## src/include/spu_map.vh

```
`ifndef SPU_MAP_VH
`define SPU_MAP_VH
// ==========================================
// Clock and time units
`define SPU_CLK_HZ 40000000
`define SPU_CLK_NS 25
`define SPU_UNIT_NS 625
// 625 ns in 25 ns clocks, sized so cycle products stay 16 bits
`define SPU_UNIT_CYC 8'h19
// ==========================================
// Baud rates, select codes 0..6
`define SPU_BAUD0 9600
`define SPU_BAUD1 14400
`define SPU_BAUD2 19200
`define SPU_BAUD3 28800
`define SPU_BAUD4 38400
`define SPU_BAUD5 57600
`define SPU_BAUD6 76800
`define SPU_BR_SEL_MAX 8'h06
// Power-on divisor, 9600 baud at 40 MHz
`define SPU_DIV_RST 16'h1047
// ==========================================
// Commands and replies
`define SPU_CMD_BR 8'h02
`define SPU_CMD_INIT 8'h04
`define SPU_CMD_CTRL 8'h05
`define SPU_RSP_ACK 8'h00
`define SPU_RSP_NAK 8'hff
`define SPU_LEN_BR 3'h1
`define SPU_LEN_INIT 3'h6
`define SPU_LEN_CTRL 3'h3
// ==========================================
// Initialization register fields and reset value
`define SPU_F_CFS 12:0
`define SPU_F_FRS 15:13
`define SPU_F_PDY 23:16
`define SPU_F_PDT 31:24
`define SPU_INIT_RST 48'h0000_0804_3000
`define SPU_CFS_MIN 13'h0019
`define SPU_CFS_MAX 13'h1400
// ==========================================
// Control register fields
`define SPU_F_PFS 12:0
`define SPU_B_INH_N 15
`define SPU_F_AMP 23:16
`define SPU_CTRL_RST 24'h00_0000
// ==========================================
// Modes and accumulator moduli
`define SPU_MODE_UART 3'h2
`define SPU_MODE_GRID_UART 3'h6
`define SPU_CAR_MOD 23'h7d_0000
`define SPU_CAR_HALF 23'h3e_8000
`define SPU_POW_MOD 23'h30_0000
`define SPU_POW_HALF 22'h18_0000
// Full power periods at 50 and 60 Hz, in clocks
`define SPU_FIX50_CYC 20'hc3500
`define SPU_FIX60_CYC 20'ha2c2a
`endif

```

## src/hdl/spu_uart_rx.v

```verilog
`timescale 1ns/1ps
`default_nettype none
module spu_uart_rx (
  input wire clk_i,
  input wire sys_rst_i,
  input wire rxd_i,
  input wire [15:0] div_i,
  output reg [7:0] data_o,
  output reg valid_o
);
  reg s0_q, s1_q;
  reg busy_q;
  reg [15:0] cnt_q;
  reg [3:0] bit_q;
  reg [8:0] sh_q;
  // ==========================================
  // Two-stage input sync, then mid-bit sampling
  always @(posedge clk_i or posedge sys_rst_i) begin
    if (sys_rst_i) begin
      s0_q <= 1'b1;
      s1_q <= 1'b1;
      busy_q <= 1'b0;
      cnt_q <= 16'h0000;
      bit_q <= 4'h0;
      sh_q <= 9'h000;
      data_o <= 8'h00;
      valid_o <= 1'b0;
    end else begin
      s0_q <= rxd_i;
      s1_q <= s0_q;
      valid_o <= 1'b0;
      if (!busy_q) begin
        if (!s1_q) begin
          busy_q <= 1'b1;
          cnt_q <= {1'b0, div_i[15:1]};
          bit_q <= 4'h0;
        end
      end else if (cnt_q != 16'h0000) begin
        cnt_q <= cnt_q - 16'h0001;
      end else begin
        cnt_q <= div_i - 16'h0001;
        bit_q <= bit_q + 4'h1;
        sh_q <= {s1_q, sh_q[8:1]};
        if (bit_q == 4'h0 && s1_q) begin
          // Glitch, not a start bit
          busy_q <= 1'b0;
        end else if (bit_q == 4'h9) begin
          busy_q <= 1'b0;
          // Bad stop bit drops the character
          if (s1_q) begin
            data_o <= sh_q[8:1];
            valid_o <= 1'b1;
          end
        end
      end
    end
  end
endmodule // spu_uart_rx
`default_nettype wire

```

## src/hdl/spu_uart_tx.v

```verilog
`timescale 1ns/1ps
`default_nettype none
module spu_uart_tx (
  input wire clk_i,
  input wire sys_rst_i,
  input wire start_i,
  input wire [7:0] data_i,
  input wire [15:0] div_i,
  output wire busy_o,
  output reg txd_o
);
  reg busy_q;
  reg [15:0] cnt_q;
  reg [3:0] bit_q;
  reg [9:0] sh_q;
  assign busy_o = busy_q | start_i;
  // ==========================================
  // Start, eight data LSB first, stop
  always @(posedge clk_i or posedge sys_rst_i) begin
    if (sys_rst_i) begin
      busy_q <= 1'b0;
      cnt_q <= 16'h0000;
      bit_q <= 4'h0;
      sh_q <= 10'h3ff;
      txd_o <= 1'b1;
    end else if (!busy_q) begin
      txd_o <= 1'b1;
      if (start_i) begin
        busy_q <= 1'b1;
        sh_q <= {1'b1, data_i, 1'b0};
        cnt_q <= 16'h0000;
        bit_q <= 4'h0;
      end
    end else if (cnt_q != 16'h0000) begin
      cnt_q <= cnt_q - 16'h0001;
    end else if (bit_q == 4'ha) begin
      busy_q <= 1'b0;
    end else begin
      txd_o <= sh_q[0];
      sh_q <= {1'b1, sh_q[9:1]};
      bit_q <= bit_q + 4'h1;
      cnt_q <= div_i - 16'h0001;
    end
  end
endmodule // spu_uart_tx
`default_nettype wire

```

## src/hdl/spu_pwm_top.v

```verilog
// Functional notes
// - Trip input shuts all switches off three clocks later (2FF sync plus output flop)
// - Seven baud rates, 9600 after power-on
// - Start, eight data, stop: ten bits
// - Command, data, checksum; eight bytes maximum
// - Checksum is 8-bit sum, carries dropped
// - Checksum verified before block takes effect
// - Mode pins pick frequency source
// - Power frequency writes ignored outside modes 2,6
// - 48-bit init and 24-bit control registers
// - Saved init parameters loaded at power-up
// - Init accepted anytime, outputs active or not
// - Complementary leg switches with dead interval
// - Six staging bytes, then one transfer
// - Carrier select 13 bits, range shares byte1
// - Carrier 10000*cfs/2048, cfs clamped 25..5120
// - Range codes 0..5 give multiplier 1..32
// - Range is carrier/384 times multiplier
// - Outside fixed 50/60 Hz modes, power frequency never exceeds the range
// - Underlap delays every rising edge equally
// - Pulses shorter than minimum width removed
// - Minimum width set by 8-bit deletion word
// - Write commands answered ACK/NAK plus checksum
`timescale 1ns/1ps
`default_nettype none
`include "spu_map.vh"
module spu_pwm_top (
  input wire clk_i,
  input wire sys_rst_i,
  input wire counter_rst_n_i,
  input wire rxd_i,
  output wire txd_o,
  input wire set_trip_i,
  input wire mode_select_bit2_i,
  input wire mode_select_bit1_i,
  input wire mode_select_bit0_i,
  input wire nv_valid_i,
  input wire [47:0] nv_init_i,
  output reg left_top_switch_o,
  output reg left_bottom_switch_o,
  output reg right_top_switch_o,
  output reg right_bottom_switch_o,
  output reg trip_n_o,
  output reg output_status_o
);
  localparam ST_CMD = 4'b0001;
  localparam ST_DATA = 4'b0010;
  localparam ST_ACK = 4'b0100;
  localparam ST_CHK = 4'b1000;
  // ==========================================
  // Functions
  function [15:0] baud_div;
    input [2:0] sel;
    integer hz;
    integer q;
    begin
      case (sel)
        3'h1: hz = `SPU_BAUD1;
        3'h2: hz = `SPU_BAUD2;
        3'h3: hz = `SPU_BAUD3;
        3'h4: hz = `SPU_BAUD4;
        3'h5: hz = `SPU_BAUD5;
        3'h6: hz = `SPU_BAUD6;
        default: hz = `SPU_BAUD0;
      endcase
      q = (`SPU_CLK_HZ + hz / 2) / hz;
      baud_div = q[15:0];
    end
  endfunction
  function [15:0] to_cycles;
    input [7:0] word;
    begin
      to_cycles = word * `SPU_UNIT_CYC;
    end
  endfunction
  // ==========================================
  // Pin synchronisers
  reg trip0_q, trip1_q, run0_q, run1_q;
  reg [2:0] mode0_q, mode1_q;
  always @(posedge clk_i or posedge sys_rst_i) begin
    if (sys_rst_i) begin
      trip0_q <= 1'b0;
      trip1_q <= 1'b0;
      run0_q <= 1'b0;
      run1_q <= 1'b0;
      mode0_q <= 3'h0;
      mode1_q <= 3'h0;
    end else begin
      trip0_q <= set_trip_i;
      trip1_q <= trip0_q;
      run0_q <= counter_rst_n_i;
      run1_q <= run0_q;
      mode0_q <= {mode_select_bit2_i, mode_select_bit1_i, mode_select_bit0_i};
      mode1_q <= mode0_q;
    end
  end
  // ==========================================
  // Serial link
  reg [15:0] div_q;
  reg tx_start_q;
  reg [7:0] tx_data_q;
  wire [7:0] rx_data;
  wire rx_valid, tx_busy;
  spu_uart_rx u_rx (
    .clk_i(clk_i),
    .sys_rst_i(sys_rst_i),
    .rxd_i(rxd_i),
    .div_i(div_q),
    .data_o(rx_data),
    .valid_o(rx_valid)
  );
  spu_uart_tx u_tx (
    .clk_i(clk_i),
    .sys_rst_i(sys_rst_i),
    .start_i(tx_start_q),
    .data_i(tx_data_q),
    .div_i(div_q),
    .busy_o(tx_busy),
    .txd_o(txd_o)
  );
  // ==========================================
  // Block parser and register loads
  reg [3:0] st_q;
  reg [7:0] cmd_q, sum_q, rsp_q;
  reg [2:0] cnt_q, len_q, br_sel_q;
  reg [7:0] stage_q [0:5];
  reg [47:0] init_q;
  reg [23:0] ctrl_q;
  reg nv_done_q, br_pend_q;
  wire uart_pfs = (mode1_q == `SPU_MODE_UART) || (mode1_q == `SPU_MODE_GRID_UART);
  wire sum_ok = (rx_data == sum_q);
  wire tx_free = !tx_busy && !tx_start_q;
  integer k;
  always @(posedge clk_i or posedge sys_rst_i) begin
    if (sys_rst_i) begin
      st_q <= ST_CMD;
      cmd_q <= 8'h00;
      sum_q <= 8'h00;
      cnt_q <= 3'h0;
      len_q <= 3'h0;
      rsp_q <= `SPU_RSP_NAK;
      init_q <= `SPU_INIT_RST;
      ctrl_q <= `SPU_CTRL_RST;
      nv_done_q <= 1'b0;
      br_pend_q <= 1'b0;
      br_sel_q <= 3'h0;
      div_q <= `SPU_DIV_RST;
      tx_start_q <= 1'b0;
      tx_data_q <= 8'h00;
      for (k = 0; k < 6; k = k + 1) begin
        stage_q[k] <= 8'h00;
      end
    end else begin
      tx_start_q <= 1'b0;
      nv_done_q <= 1'b1;
      if (!nv_done_q && nv_valid_i) begin
        init_q <= nv_init_i;
      end
      case (st_q)
        ST_CMD: begin
          // New rate only once the reply has left the wire
          if (br_pend_q && !tx_busy) begin
            br_pend_q <= 1'b0;
            div_q <= baud_div(br_sel_q);
          end
          if (rx_valid) begin
            cmd_q <= rx_data;
            sum_q <= rx_data;
            cnt_q <= 3'h0;
            st_q <= ST_DATA;
            case (rx_data)
              `SPU_CMD_BR: len_q <= `SPU_LEN_BR;
              `SPU_CMD_INIT: len_q <= `SPU_LEN_INIT;
              `SPU_CMD_CTRL: len_q <= `SPU_LEN_CTRL;
              default: begin
                rsp_q <= `SPU_RSP_NAK;
                st_q <= ST_ACK;
              end
            endcase
          end
        end
        ST_DATA: begin
          if (rx_valid) begin
            if (cnt_q == len_q) begin
              rsp_q <= sum_ok ? `SPU_RSP_ACK : `SPU_RSP_NAK;
              st_q <= ST_ACK;
              if (sum_ok) begin
                case (cmd_q)
                  `SPU_CMD_INIT: begin
                    init_q <= {stage_q[5], stage_q[4], stage_q[3],
                               stage_q[2], stage_q[1], stage_q[0]};
                  end
                  `SPU_CMD_CTRL: begin
                    ctrl_q[23:13] <= {stage_q[2], stage_q[1][7:5]};
                    if (uart_pfs) begin
                      ctrl_q[`SPU_F_PFS] <= {stage_q[1][4:0], stage_q[0]};
                    end
                  end
                  default: begin
                    if (stage_q[0] <= `SPU_BR_SEL_MAX) begin
                      br_pend_q <= 1'b1;
                      br_sel_q <= stage_q[0][2:0];
                    end else begin
                      rsp_q <= `SPU_RSP_NAK;
                    end
                  end
                endcase
              end
            end else begin
              stage_q[cnt_q] <= rx_data;
              sum_q <= sum_q + rx_data;
              cnt_q <= cnt_q + 3'h1;
            end
          end
        end
        ST_ACK: begin
          if (tx_free) begin
            tx_start_q <= 1'b1;
            tx_data_q <= rsp_q;
            st_q <= ST_CHK;
          end
        end
        ST_CHK: begin
          if (tx_free) begin
            tx_start_q <= 1'b1;
            tx_data_q <= rsp_q;
            st_q <= ST_CMD;
          end
        end
        default: st_q <= ST_CMD;
      endcase
    end
  end
  // ==========================================
  // Carrier and power-frequency phase
  wire [12:0] cfs_raw = init_q[`SPU_F_CFS];
  wire [12:0] cfs = (cfs_raw < `SPU_CFS_MIN) ? `SPU_CFS_MIN :
                    (cfs_raw > `SPU_CFS_MAX) ? `SPU_CFS_MAX : cfs_raw;
  wire [2:0] range_multiplier_select = init_q[`SPU_F_FRS];
  // Codes above 5 fall back to the top multiplier
  wire [5:0] mult = (range_multiplier_select > 3'h5) ? 6'h20 : (6'h01 << range_multiplier_select);
  reg [22:0] car_q;
  reg [21:0] pow_q;
  reg [19:0] fix_q;
  wire [22:0] car_sum = car_q + {10'h000, cfs};
  wire car_wrap = car_sum >= `SPU_CAR_MOD;
  // m*pfs per carrier period over 384*8192 keeps pfs a fraction of range
  wire [18:0] pow_step = mult * ctrl_q[`SPU_F_PFS];
  wire [22:0] pow_sum = {1'b0, pow_q} + {4'h0, pow_step};
  wire [22:0] pow_red = pow_sum - `SPU_POW_MOD;
  wire [19:0] fix_per = mode1_q[0] ? `SPU_FIX60_CYC : `SPU_FIX50_CYC;
  wire fixed_mode = !mode1_q[1];
  always @(posedge clk_i or posedge sys_rst_i) begin
    if (sys_rst_i) begin
      car_q <= 23'h000000;
      pow_q <= 22'h000000;
      fix_q <= 20'h00000;
    end else if (!run1_q) begin
      car_q <= 23'h000000;
      pow_q <= 22'h000000;
      fix_q <= 20'h00000;
    end else begin
      car_q <= car_wrap ? car_sum - `SPU_CAR_MOD : car_sum;
      if (car_wrap) begin
        pow_q <= (pow_sum >= `SPU_POW_MOD) ? pow_red[21:0] : pow_sum[21:0];
      end
      fix_q <= (fix_q >= fix_per - 20'h00001) ? 20'h00000 : fix_q + 20'h00001;
    end
  end
  wire [22:0] tri_full = (car_q < `SPU_CAR_HALF) ? car_q : (`SPU_CAR_MOD - 23'h000001 - car_q);
  wire pwm = tri_full[21:14] < ctrl_q[`SPU_F_AMP];
  wire pol = fixed_mode ? (fix_q >= {1'b0, fix_per[19:1]}) : (pow_q >= `SPU_POW_HALF);
  wire [1:0] leg_raw = {~(pwm ^ pol), pwm ^ pol};
  // ==========================================
  // Pulse deletion and underlap per leg
  wire [15:0] del_cyc = to_cycles(init_q[`SPU_F_PDT]);
  wire [15:0] dly_cyc = to_cycles(init_q[`SPU_F_PDY]);
  wire [1:0] top_w, bot_w;
  genvar g;
  generate
    for (g = 0; g < 2; g = g + 1) begin : g_leg
      reg [15:0] del_q, dly_q;
      reg filt_q, prev_q;
      always @(posedge clk_i or posedge sys_rst_i) begin
        if (sys_rst_i) begin
          del_q <= 16'h0000;
          dly_q <= 16'h0000;
          filt_q <= 1'b0;
          prev_q <= 1'b0;
        end else begin
          // Every edge is delayed equally, so surviving widths stay exact
          if (leg_raw[g] == filt_q) begin
            del_q <= 16'h0000;
          end else if (del_q + 16'h0001 >= del_cyc) begin
            filt_q <= leg_raw[g];
            del_q <= 16'h0000;
          end else begin
            del_q <= del_q + 16'h0001;
          end
          prev_q <= filt_q;
          if (filt_q != prev_q) begin
            dly_q <= dly_cyc;
          end else if (dly_q != 16'h0000) begin
            dly_q <= dly_q - 16'h0001;
          end
        end
      end
      // Both off while the leg changes over
      assign top_w[g] = filt_q && (filt_q == prev_q) && (dly_q == 16'h0000);
      assign bot_w[g] = !filt_q && (filt_q == prev_q) && (dly_q == 16'h0000);
    end
  endgenerate
  // ==========================================
  // Output stage
  // Inhibit sits after deletion, so a release may give one short pulse
  wire off = trip1_q || !run1_q || !ctrl_q[`SPU_B_INH_N];
  always @(posedge clk_i or posedge sys_rst_i) begin
    if (sys_rst_i) begin
      left_top_switch_o <= 1'b0;
      left_bottom_switch_o <= 1'b0;
      right_top_switch_o <= 1'b0;
      right_bottom_switch_o <= 1'b0;
      trip_n_o <= 1'b1;
      output_status_o <= 1'b0;
    end else begin
      left_top_switch_o <= !off && top_w[0];
      left_bottom_switch_o <= !off && bot_w[0];
      right_top_switch_o <= !off && top_w[1];
      right_bottom_switch_o <= !off && bot_w[1];
      trip_n_o <= !trip1_q;
      output_status_o <= !off;
    end
  end
endmodule // spu_pwm_top
`default_nettype wire

```

## config.mk

```make
export PLATFORM = sky130hd
export DESIGN_NAME = spu_pwm_top
export DESIGN_NICKNAME = d
export VERILOG_FILES = /design/src/hdl/spu_uart_rx.v /design/src/hdl/spu_uart_tx.v /design/src/hdl/spu_pwm_top.v
export VERILOG_INCLUDE_DIRS = /design/src /design/src/include
export SDC_FILE = /design/constraint.sdc
export NUM_CORES = 1
export LEC_CHECK = 0
export BUFFER_PORTS_ARGS = -buffer_cell sky130_fd_sc_hd__buf_2
export CELL_PAD_IN_SITES_DETAIL_PLACEMENT = 1
export CELL_PAD_IN_SITES_GLOBAL_PLACEMENT = 1
export CORE_MARGIN = 3
export CORE_UTILIZATION = 50
export DETAILED_ROUTE_END_ITERATION = 8
export HOLD_SLACK_MARGIN = 0.02
export PLACE_DENSITY = 0.81
export SKIP_CTS_REPAIR_TIMING = 1
export SLEW_MARGIN = 10
export SYNTH_ARGS = -nofsm -noshare
export SYNTH_HDL_FRONTEND = slang
export SYNTH_SLANG_ARGS = --single-unit
```

## constraint.sdc

```tcl
create_clock -name clk_i -period 79 [get_ports clk_i]
set_input_delay 3.95 -clock clk_i [delete_from_list [all_inputs] [get_ports clk_i]]
set_output_delay 3.95 -clock clk_i [all_outputs]
set_load 0.02 [all_outputs]
```

# After elaboration in Yosys (flattened, before gate mapping)
# Cells that the tools add are included.
[word_totals]
reg_bits = 406
inputBits = 57
out_inout_bits = 7
wordCells = 318
[classes]
addsub = 20
multipliers = 3
mux = 102
eq_ne = 44
n_reduce_logical = 64
n_div = 1
n_lt_le_gt_ge = 15
bitwise_logic = 11
n_shift = 1
[op_table]
columns = ["operator", "count"]
rows = [
  ["2-to-1 mux 48 bit", 6],
  ["2-to-1 mux 16 bit", 15],
  ["one-hot mux 17 bit (6 select lines)", 1],
  ["2-to-1 mux 8 bit", 12],
  ["2-to-1 mux 22 bit", 4],
  ["subtractor 16 x 1 -> 16 bit (second input constant)", 5],
  ["2-to-1 mux 32 bit", 2],
  ["nonzero test 16 bit", 4],
  ["bitwise mux 48 bit", 1],
  ["2-to-1 mux 4 bit", 12],
  ["2-to-1 mux 23 bit", 2],
  ["2-to-1 mux 10 bit", 4],
  ["2-to-1 mux 20 bit", 2],
  ["adder 16 x 1 -> 16 bit (second input constant)", 2],
  ["adder 27 x 32 -> 32 bit (first input constant)", 1],
  ["adder 32 x 1 -> 32 bit", 1],
  ["divider 32 x 32 -> 32 bit", 1],
  ["== test 8 x 3 -> 1 bit (second input constant)", 4],
  ["greater-or-equal comparator 16 x 13 -> 1 bit", 2],
  ["logical NOT 16 bit", 2],
  ["one-hot mux 8 bit (2 select lines)", 2],
  ["multiplier 8 x 5 -> 13 bit (second input constant)", 2],
  ["2-to-1 mux 1 bit", 26],
  ["2-to-1 mux 13 bit", 2],
  ["other kinds (67)", 146],
]

# Longest topological paths before layout
# Gate-level depths: netlist of run 1.
[depth]
word_depth = 9
depth_mapped = 250
depth_no_buf = 227

# Cells and area by module
# A second synthesis of run 1 with hierarchy kept.
[hier_totals]
hier_cells = 4583
hier_area_um2 = 37624.8
[by_module_without_submodules]
columns = ["mod", "instances", "cells_per_inst", "seq_area_each_um2", "area_each_um2"]
rows = [
  ["spu_pwm_top", 1, 4087, 7096.8, 33045.4],
  ["spu_uart_rx", 1, 251, 1003.5, 2437.3],
  ["spu_uart_tx", 1, 245, 788.3, 2142.1],
]

# Worst setup path after synthesis of run 1
# OpenSTA, ideal clock, no wires.
[synth_timing]
path_type = "register to register"
start = "register br_sel_q[1]"
end = "register div_q[0]"
stages_incl_launch_ff = 233
arrival_ns = 43.059
period_less_slack_ns = 43.153
required_ns = 78.906
setup_ns = 0.094
path_buffers = 20
path_slack_ns = 35.847
cell_sequence = "dfrtp_1 > buf_2 > buf_2 > nand2b_1 > a21oi_1 > inv_1 > ha_1 > and3_1 > a221o_4 > a31oi_4 > nor3_1 > mux2_2 > ha_1 > nand4_1 > or3_4 > a211o_1 > nand2_1 > o21ai_0 > [... 197 more ...] > nand2b_1 > a21o_1 > a21oi_1 > and3b_1 > and3_1 > buf_2 > nand2_1 > o21ai_1 > ha_1 > a21o_1 > a21oi_1 > nor2b_1 > o21ai_0 > nand2b_1 > a21oi_1 > nor2_1 > o21ai_0 > a41oi_2"
[synth_via]
elab_chain_len = 7
word_cells_on_any_way = 12
classes_between = "2 x add/sub; 1 x div; 6 x eq/ne; 3 x mux"
[synth_lines]
columns = ["element", "line", "source"]
rows = [
  ["start, declared", "spu_pwm_top.v:125", "reg [2:0] cnt_q, len_q, br_sel_q;"],
  ["start signal, assigned", "spu_pwm_top.v:202", "br_sel_q <= stage_q[0][2:0];"],
  ["== test 3 bit (tied with other cells)", "spu_pwm_top.v:57", "case (sel)"],
  ["one-hot mux 17 bit (6 select lines) (*)", "spu_pwm_top.v:57", ""],
  ["2-to-1 mux 32 bit (*)", "spu_pwm_top.v:162", "if (br_pend_q && !tx_busy) begin"],
  ["2-to-1 mux 32 bit (*)", "spu_pwm_top.v:159", "case (st_q)"],
  ["adder 32 x 1 -> 32 bit (no line)", "-", ""],
  ["adder 27 x 32 -> 32 bit (no line)", "-", ""],
  ["divider 32 x 32 -> 32 bit (*)", "spu_pwm_top.v:66", "q = (`SPU_CLK_HZ + hz / 2) / hz;"],
  ["end signal, assigned", "spu_pwm_top.v:147", "div_q <= `SPU_DIV_RST;"],
  ["end signal, assigned", "spu_pwm_top.v:164", "div_q <= baud_div(br_sel_q);"],
  ["end, declared", "spu_pwm_top.v:99", "reg [15:0] div_q;"],
]
# Mark *: on every way between the ends. The rest lies on a longest branch, timed or not. The select of a mux whose other input is x is not followed.
# A chain may end at the register's enable or synchronous reset.

# Worst setup path in the final report of run 1
[layout_timing]
start = "register br_sel_q[2]"
end = "register div_q[0]"
# The elaborated chain is that of the path after synthesis.

==> results.cfg, run 1 <==
[global_routing]
globalRoute.totalOverflow = 0
grt_antenna_before_repair = 0
grt_first_pass_wirelength_mm = 186
pin_count_of_the_biggest_net_entering_global_routing = 95
track_usage_pct = 28.9
first_global_vias = 35300

[sta]
finalSetupTns_ps = 0
layout_worst_path_cycle_share_pct = 64.7
timing.max_slew.rel_slack_pct = 23.2
final-hold-violation-count = 0
hold_slack_ps = 348
maxSlewViolCount = 0
rsz0062_at_grt = no
fin_crit_ps = 51140
max_freq_mhz = 19.6
fin_worst_skew_ps = 26.0
tightestPinTransition_ps = 1140
setup_violations = 0

[final_layout]
finalNetCount = 4938
layout-drive-gt1-share_pct = 8.78
layout-area-overhead-vs-synth_pct = 7.17
num_antenna_cells = 0

[setup_path]
critPathRequiredTime_ps = 79490
highest_net_fanout_along_the_worst_path = 28
crit_path_top_delay_cell = sky130_fd_sc_hd__nor2_1
cp.arrival_ps = 51630
crit_path_largest_cell_delay_ps = 770
critical_path.endpoint_type = register
r2r_slack_ps = 27860
timing.critical_path.from_type = register
path_class = register to register

[placement]
dpl.hpwl_mm = 84.7
gpl.final_weighted_congestion = 0.899
io_buffer_count = 46

[drt]
routed_wl_mm = 113
drt_iter0_markers = 1754
drc_errors = 0
avgViaCountPerCell = 6.19
ant_nets = 0
detail_route.first_pass.iterations = 5
route.vias.total = 33700
wl_per_cell_um = 20.8

[synth]
synthesis.instances = 4459
synth.distinct_cells = 133
number_of_synthesis_warnings = 0
synth_area_per_cell_sq_um = 8.26
yosysMostFrequentCell = sky130_fd_sc_hd__nand2_1
synth-edff-count = 0
postSynth.asyncResetShare_pct = 100
ys.flop_type = sky130_fd_sc_hd__dfrtp_1
synth.top_cells.by_area = sky130_fd_sc_hd__dfrtp_1 (22%), sky130_fd_sc_hd__ha_1 (12%), sky130_fd_sc_hd__nand2_1 (5.0%)
synthDominantAreaCellType = sky130_fd_sc_hd__dfrtp_1
netlist_top_cells_count = sky130_fd_sc_hd__nand2_1 (488), sky130_fd_sc_hd__ha_1 (356), sky130_fd_sc_hd__nor2_1 (342)
ys_seq_elements = 354
synth_top_cell_area_share_pct = 22.4
synth_sequential_area_ratio_pct = 24.1
post_synth_instance_area_sq_mm = 0.0368

[flow_run]
maxCapViolCount = 0

[clocking]
cts_inserted_buffers = 42
cts.htree.levels = 2
clock_tree.buffer_depth = 3
cts_root_buf = sky130_fd_sc_hd__clkbuf_16
cts_num_sinks = 354
tritoncts = done
clk_pin_slew_worst_paths_ps = 60
clock_latency_ps = 580

[die]
pin_count = 64
core_sq_mm = 0.0722
floorplan.die.width_um = 277
rows = 98
initial_utilization_pct = 51.0
die_area_sq_mm = 0.0770
die_height_um = 277

[power_and_ir_drop]
worst_ir_drop_vdd_mv = 0.0187
cellPowerDensity_mw_per_mm2 = 13.5
power.static_leakage_nw = 18.6
total_power_mw = 0.534

[status]
outcome = complete, no violations

[hold_path]
hold_path.class = register to register
==> worst max-delay path: cells and delay by family (launching register included) <==
kind | cells | cell delay, ps
xor+xnor | 1 | 190
fa+ha+maj | 20 | 6690
compound gates | 100 | 22750
simple gates | 82 | 16900
mux | 5 | 1510
buf+inv | 11 | 2510
flops | 1 | 320
==> layout make-up <==
class | instances | area, sq um
Clock buffer | 57 | 1180
Timing Repair Buffer | 94 | 591
Tap cell | 950 | 1190
Sequential cell | 354 | 8890
Multi-Input combinational cell | 3711 | 26400
Fill cell | 8711 | 32700
Inverter | 252 | 953
Clock inverter | 19 | 256
==> kinds of logic (layout without fill, tap and decap cells) <==
group	after synthesis	in the layout	synth area share, %
compound gates	1159	1159	20.5
xor+xnor	299	299	7.22
fa+ha+maj	426	426	15.9
buf+inv	405	422	4.39
flops	354	354	24.1
mux	206	206	6.00
other cells	2	13	0.0204
simple gates	1608	1608	21.8
==> final timing paths <==
path                             start                end  depth (start not counted)
setup reg to reg           br_sel_q[2]           div_q[0]                        219
hold / removal                  run0_q             run1_q                          0
min in group asynchronous    sys_rst_i             run0_q                          2
hold reg to reg                 run0_q             run1_q                          0
max in group asynchronous    sys_rst_i  g_leg[1].dly_q[4]                          4
setup / recovery           br_sel_q[2]           div_q[0]                        219
==> registers in the layout, summed over array words and instances (netlist names), 4 cells and up <==
register	flops
stage_q	32
pow_q	22
init_q	32
cmd_q	8
sum_q	8
g_leg.dly_q	32
u_rx.data_o	8
u_rx.bit_q	4
u_rx.cnt_q	16
fix_q	20
u_tx.sh_q	9
ctrl_q	22
u_tx.bit_q	4
div_q	16
g_leg.del_q	32
car_q	23
u_tx.cnt_q	16
st_q	4
u_rx.sh_q	8
==> stage by stage <==
stage	util [%]	setup slack, ps	instance area, sq um	std cells
global placement	52.7	29770	38100	5361
detailed placement	52.7	28760	38100	5361
global route	54.7	23480	39500	5437
CTS	54.7	28540	39500	5437
floorplan	-	35850	36900	4470
finish	54.7	27860	39500	5437
==> power breakdown <==
part           switching, mW  internal, mW  leakage [nW]
Combinational         0.0726        0.0511          13.3
Clock                 0.0814         0.121         0.712
Sequential            0.0129         0.195          4.57
==> layer usage <==
| metal | GRT usage [%] | part of all wire [%] |
|---|---|---|
| met2 | 51.8 | 49 |
| met5 | 0 | 0 |
| met4 | 9.28 | 3.3 |
| met1 | 36.7 | 44 |
| met3 | 2.28 | 3.2 |
==> layout by cell type (no fill, tap or decap), types with 42 or more instances in the layout <==
cell type                   instances
sky130_fd_sc_hd__mux2_2            96
sky130_fd_sc_hd__a21o_1            97
sky130_fd_sc_hd__o21a_1            46
sky130_fd_sc_hd__nor4_1            44
sky130_fd_sc_hd__a31oi_1           55
sky130_fd_sc_hd__o21ai_0          319
sky130_fd_sc_hd__inv_1            245
sky130_fd_sc_hd__nand2b_1          72
sky130_fd_sc_hd__ha_1             356
sky130_fd_sc_hd__nor3_1           111
sky130_fd_sc_hd__a21oi_1          272
sky130_fd_sc_hd__nand2_1          488
sky130_fd_sc_hd__nor2b_1          110
sky130_fd_sc_hd__dfrtp_1          330
sky130_fd_sc_hd__buf_2             46
sky130_fd_sc_hd__xnor2_1          189
sky130_fd_sc_hd__and3_1            53
sky130_fd_sc_hd__nor2_1           338
sky130_fd_sc_hd__and2_1            69
sky130_fd_sc_hd__clkbuf_16         42
sky130_fd_sc_hd__fa_1              70
sky130_fd_sc_hd__xor2_1           106
sky130_fd_sc_hd__mux2i_1          103
sky130_fd_sc_hd__nand3_1          100
sky130_fd_sc_hd__buf_4             48
Note: power is estimated with default switching activity, not from simulation.
==> inputs of run 2 (changes only) <==
--- a/config.mk
+++ b/config.mk
@@ -10,10 +10,10 @@
 export CELL_PAD_IN_SITES_DETAIL_PLACEMENT = 1
 export CELL_PAD_IN_SITES_GLOBAL_PLACEMENT = 1
 export CORE_MARGIN = 3
-export CORE_UTILIZATION = 50
+export CORE_UTILIZATION = 45
 export DETAILED_ROUTE_END_ITERATION = 8
 export HOLD_SLACK_MARGIN = 0.02
-export PLACE_DENSITY = 0.81
+export PLACE_DENSITY = 0.77
 export SKIP_CTS_REPAIR_TIMING = 1
 export SLEW_MARGIN = 10
 export SYNTH_ARGS = -nofsm -noshare
==> constraint.sdc (replaced) <==
create_clock -name clk_i -period 44.5 [get_ports clk_i]
set_input_delay 2.225 -clock clk_i [delete_from_list [all_inputs] [get_ports clk_i]]
set_output_delay 2.225 -clock clk_i [all_outputs]
set_load 0.02 [all_outputs]
==> run 2 against run 1 <==
Power rose by 71%. Global-route usage fell by 2.3 points. Critical path depth rose by 1. Clock power rose by 64%. Design area rose by 2.1%. Combinational power rose by 73%. Largest cell class unchanged. Highest routed layer unchanged.
==> results.cfg, run 2 (synthesized netlist as in run 1, its figures left out) <==
[setup_path]
crit_path_top_delay_cell = sky130_fd_sc_hd__or4_4
critical_path.endpoint_type = register
path_class = register to register
cp.arrival_ps = 42530
critPathMostFrequentCell = sky130_fd_sc_hd__a21o_1
critPathRequiredTime_ps = 44980
highest_net_fanout_along_the_worst_path = 17
timing.critical_path.from_type = register
crit_path_largest_cell_delay_ps = 530

[final_layout]
num_antenna_cells = 0
layout.cells.most_common = sky130_fd_sc_hd__nand2_1
final_util_pct = 49.9
post-route-cell-area_sq_mm = 0.0403
layout-drive-gt1-share_pct = 11.1
final_cell_mix = sky130_fd_sc_hd__nand2_1 (486), sky130_fd_sc_hd__ha_1 (353), sky130_fd_sc_hd__nor2_1 (337)
layout-area-overhead-vs-synth_pct = 9.39
finalNetCount = 5013

[placement]
io_buffer_count = 46
detailed_place.area_sq_mm = 0.0386
dpl.hpwl_mm = 87.4
gpl.final_weighted_congestion = 0.900

[global_routing]
grt_first_pass_wirelength_mm = 188
globalRoute.totalOverflow = 0
grt_antenna_before_repair = 0
pin_count_of_the_biggest_net_entering_global_routing = 162
track_usage_pct = 26.6
first_global_vias = 35300

[flow_run]
maxCapViolCount = 0

[clocking]
cts_num_sinks = 354
cts_inserted_buffers = 39
cts_root_buf = sky130_fd_sc_hd__clkbuf_16
clock_latency_ps = 580
tritoncts = done
clk_pin_slew_worst_paths_ps = 70
cts.htree.levels = 2
clock_tree.buffer_depth = 3

[drt]
drt_iter0_markers = 2001
ant_nets = 0
wl_per_cell_um = 20.7
avgViaCountPerCell = 5.99
detail_route.first_pass.iterations = 6
drc_errors = 0
routed_wl_mm = 116
route.vias.total = 33700

[power_and_ir_drop]
total_power_mw = 0.915
worst_ir_drop_vdd_mv = 0.0228
power.static_leakage_nw = 18.9
cellPowerDensity_mw_per_mm2 = 22.7

[sta]
maxSlewViolCount = 0
tightestPinTransition_ps = 1210
timing.max_slew.rel_slack_pct = 17.6
layout_worst_path_cycle_share_pct = 94.5
final-hold-violation-count = 0
max_freq_mhz = 23.8
fin_crit_ps = 42050
fin_worst_skew_ps = 22.2
setup_violations = 0

[die]
initial_utilization_pct = 45.6
pin_count = 64
rows = 104
floorplan.die.width_um = 292
die_height_um = 292
core_sq_mm = 0.0808
die_area_sq_mm = 0.0854

[status]
outcome = complete, no violations

[hold_path]
hold_path.class = register to register
-- run 2: power breakdown --
| group | switching [mW] | total [mW] | internal (mW) |
|---|---|---|---|
| clock | 0.143 | 0.333 | 0.189 |
| sequential | 0.0221 | 0.367 | 0.345 |
| combinational | 0.125 | 0.215 | 0.0901 |
| total | 0.290 | 0.915 | 0.625 |
-- run 2: final timing paths --
path	to	start	cells after the start	slack, ps
max	div_q[0]	br_sel_q[2]	220	2450
min	mode1_q[1]	mode0_q[1]	0	350
max reg2reg	div_q[0]	br_sel_q[2]	220	2450
min reg2reg	mode1_q[1]	mode0_q[1]	0	350
max in group asynchronous	left_bottom_switch_o	sys_rst_i	3	41210
min in group asynchronous	run0_q	sys_rst_i	2	1790
-- run 2: layout make-up --
class,instances,area (sq um)
inverter,252,953
fill,9773,40500
clock buffer,59,1130
timing repair buffer,172,1210
sequential,354,8890
clock inverter,12,153
multi-input combinational,3711,26600
tap,1060,1330
-- run 2: through the flow --
stage          worst slack, ps  instances  hold slack (ps)  TNS, ps
3_5_place_dp              27.4       5529              339        0
5_1_grt                   -184       5620              356     -184
4_1_cts                   -152       5600              352     -152
3_3_place_gp               940       5529              333        0
6_report                  2450       5620              348        0
2_1_floorplan             1350       4470              331        0
-- run 2: worst max-delay path: cells and delay by family, from the launching register on --
family,cells,cell delay [ps]
compound gates,103,18970
buf+inv,10,1780
mux,4,1210
fa+ha+maj,20,6450
simple gates,82,12950
flops,1,420
xor+xnor,1,140
-- run 2: per-layer routing --
metal	GRT usage (%)	vias up	wire, um
met5	0	-	0
met4	8.03	0	3450
met3	2.19	175	3450
met2	48.6	560	59000
met1	33.2	16800	50400
li1	-	16100	-
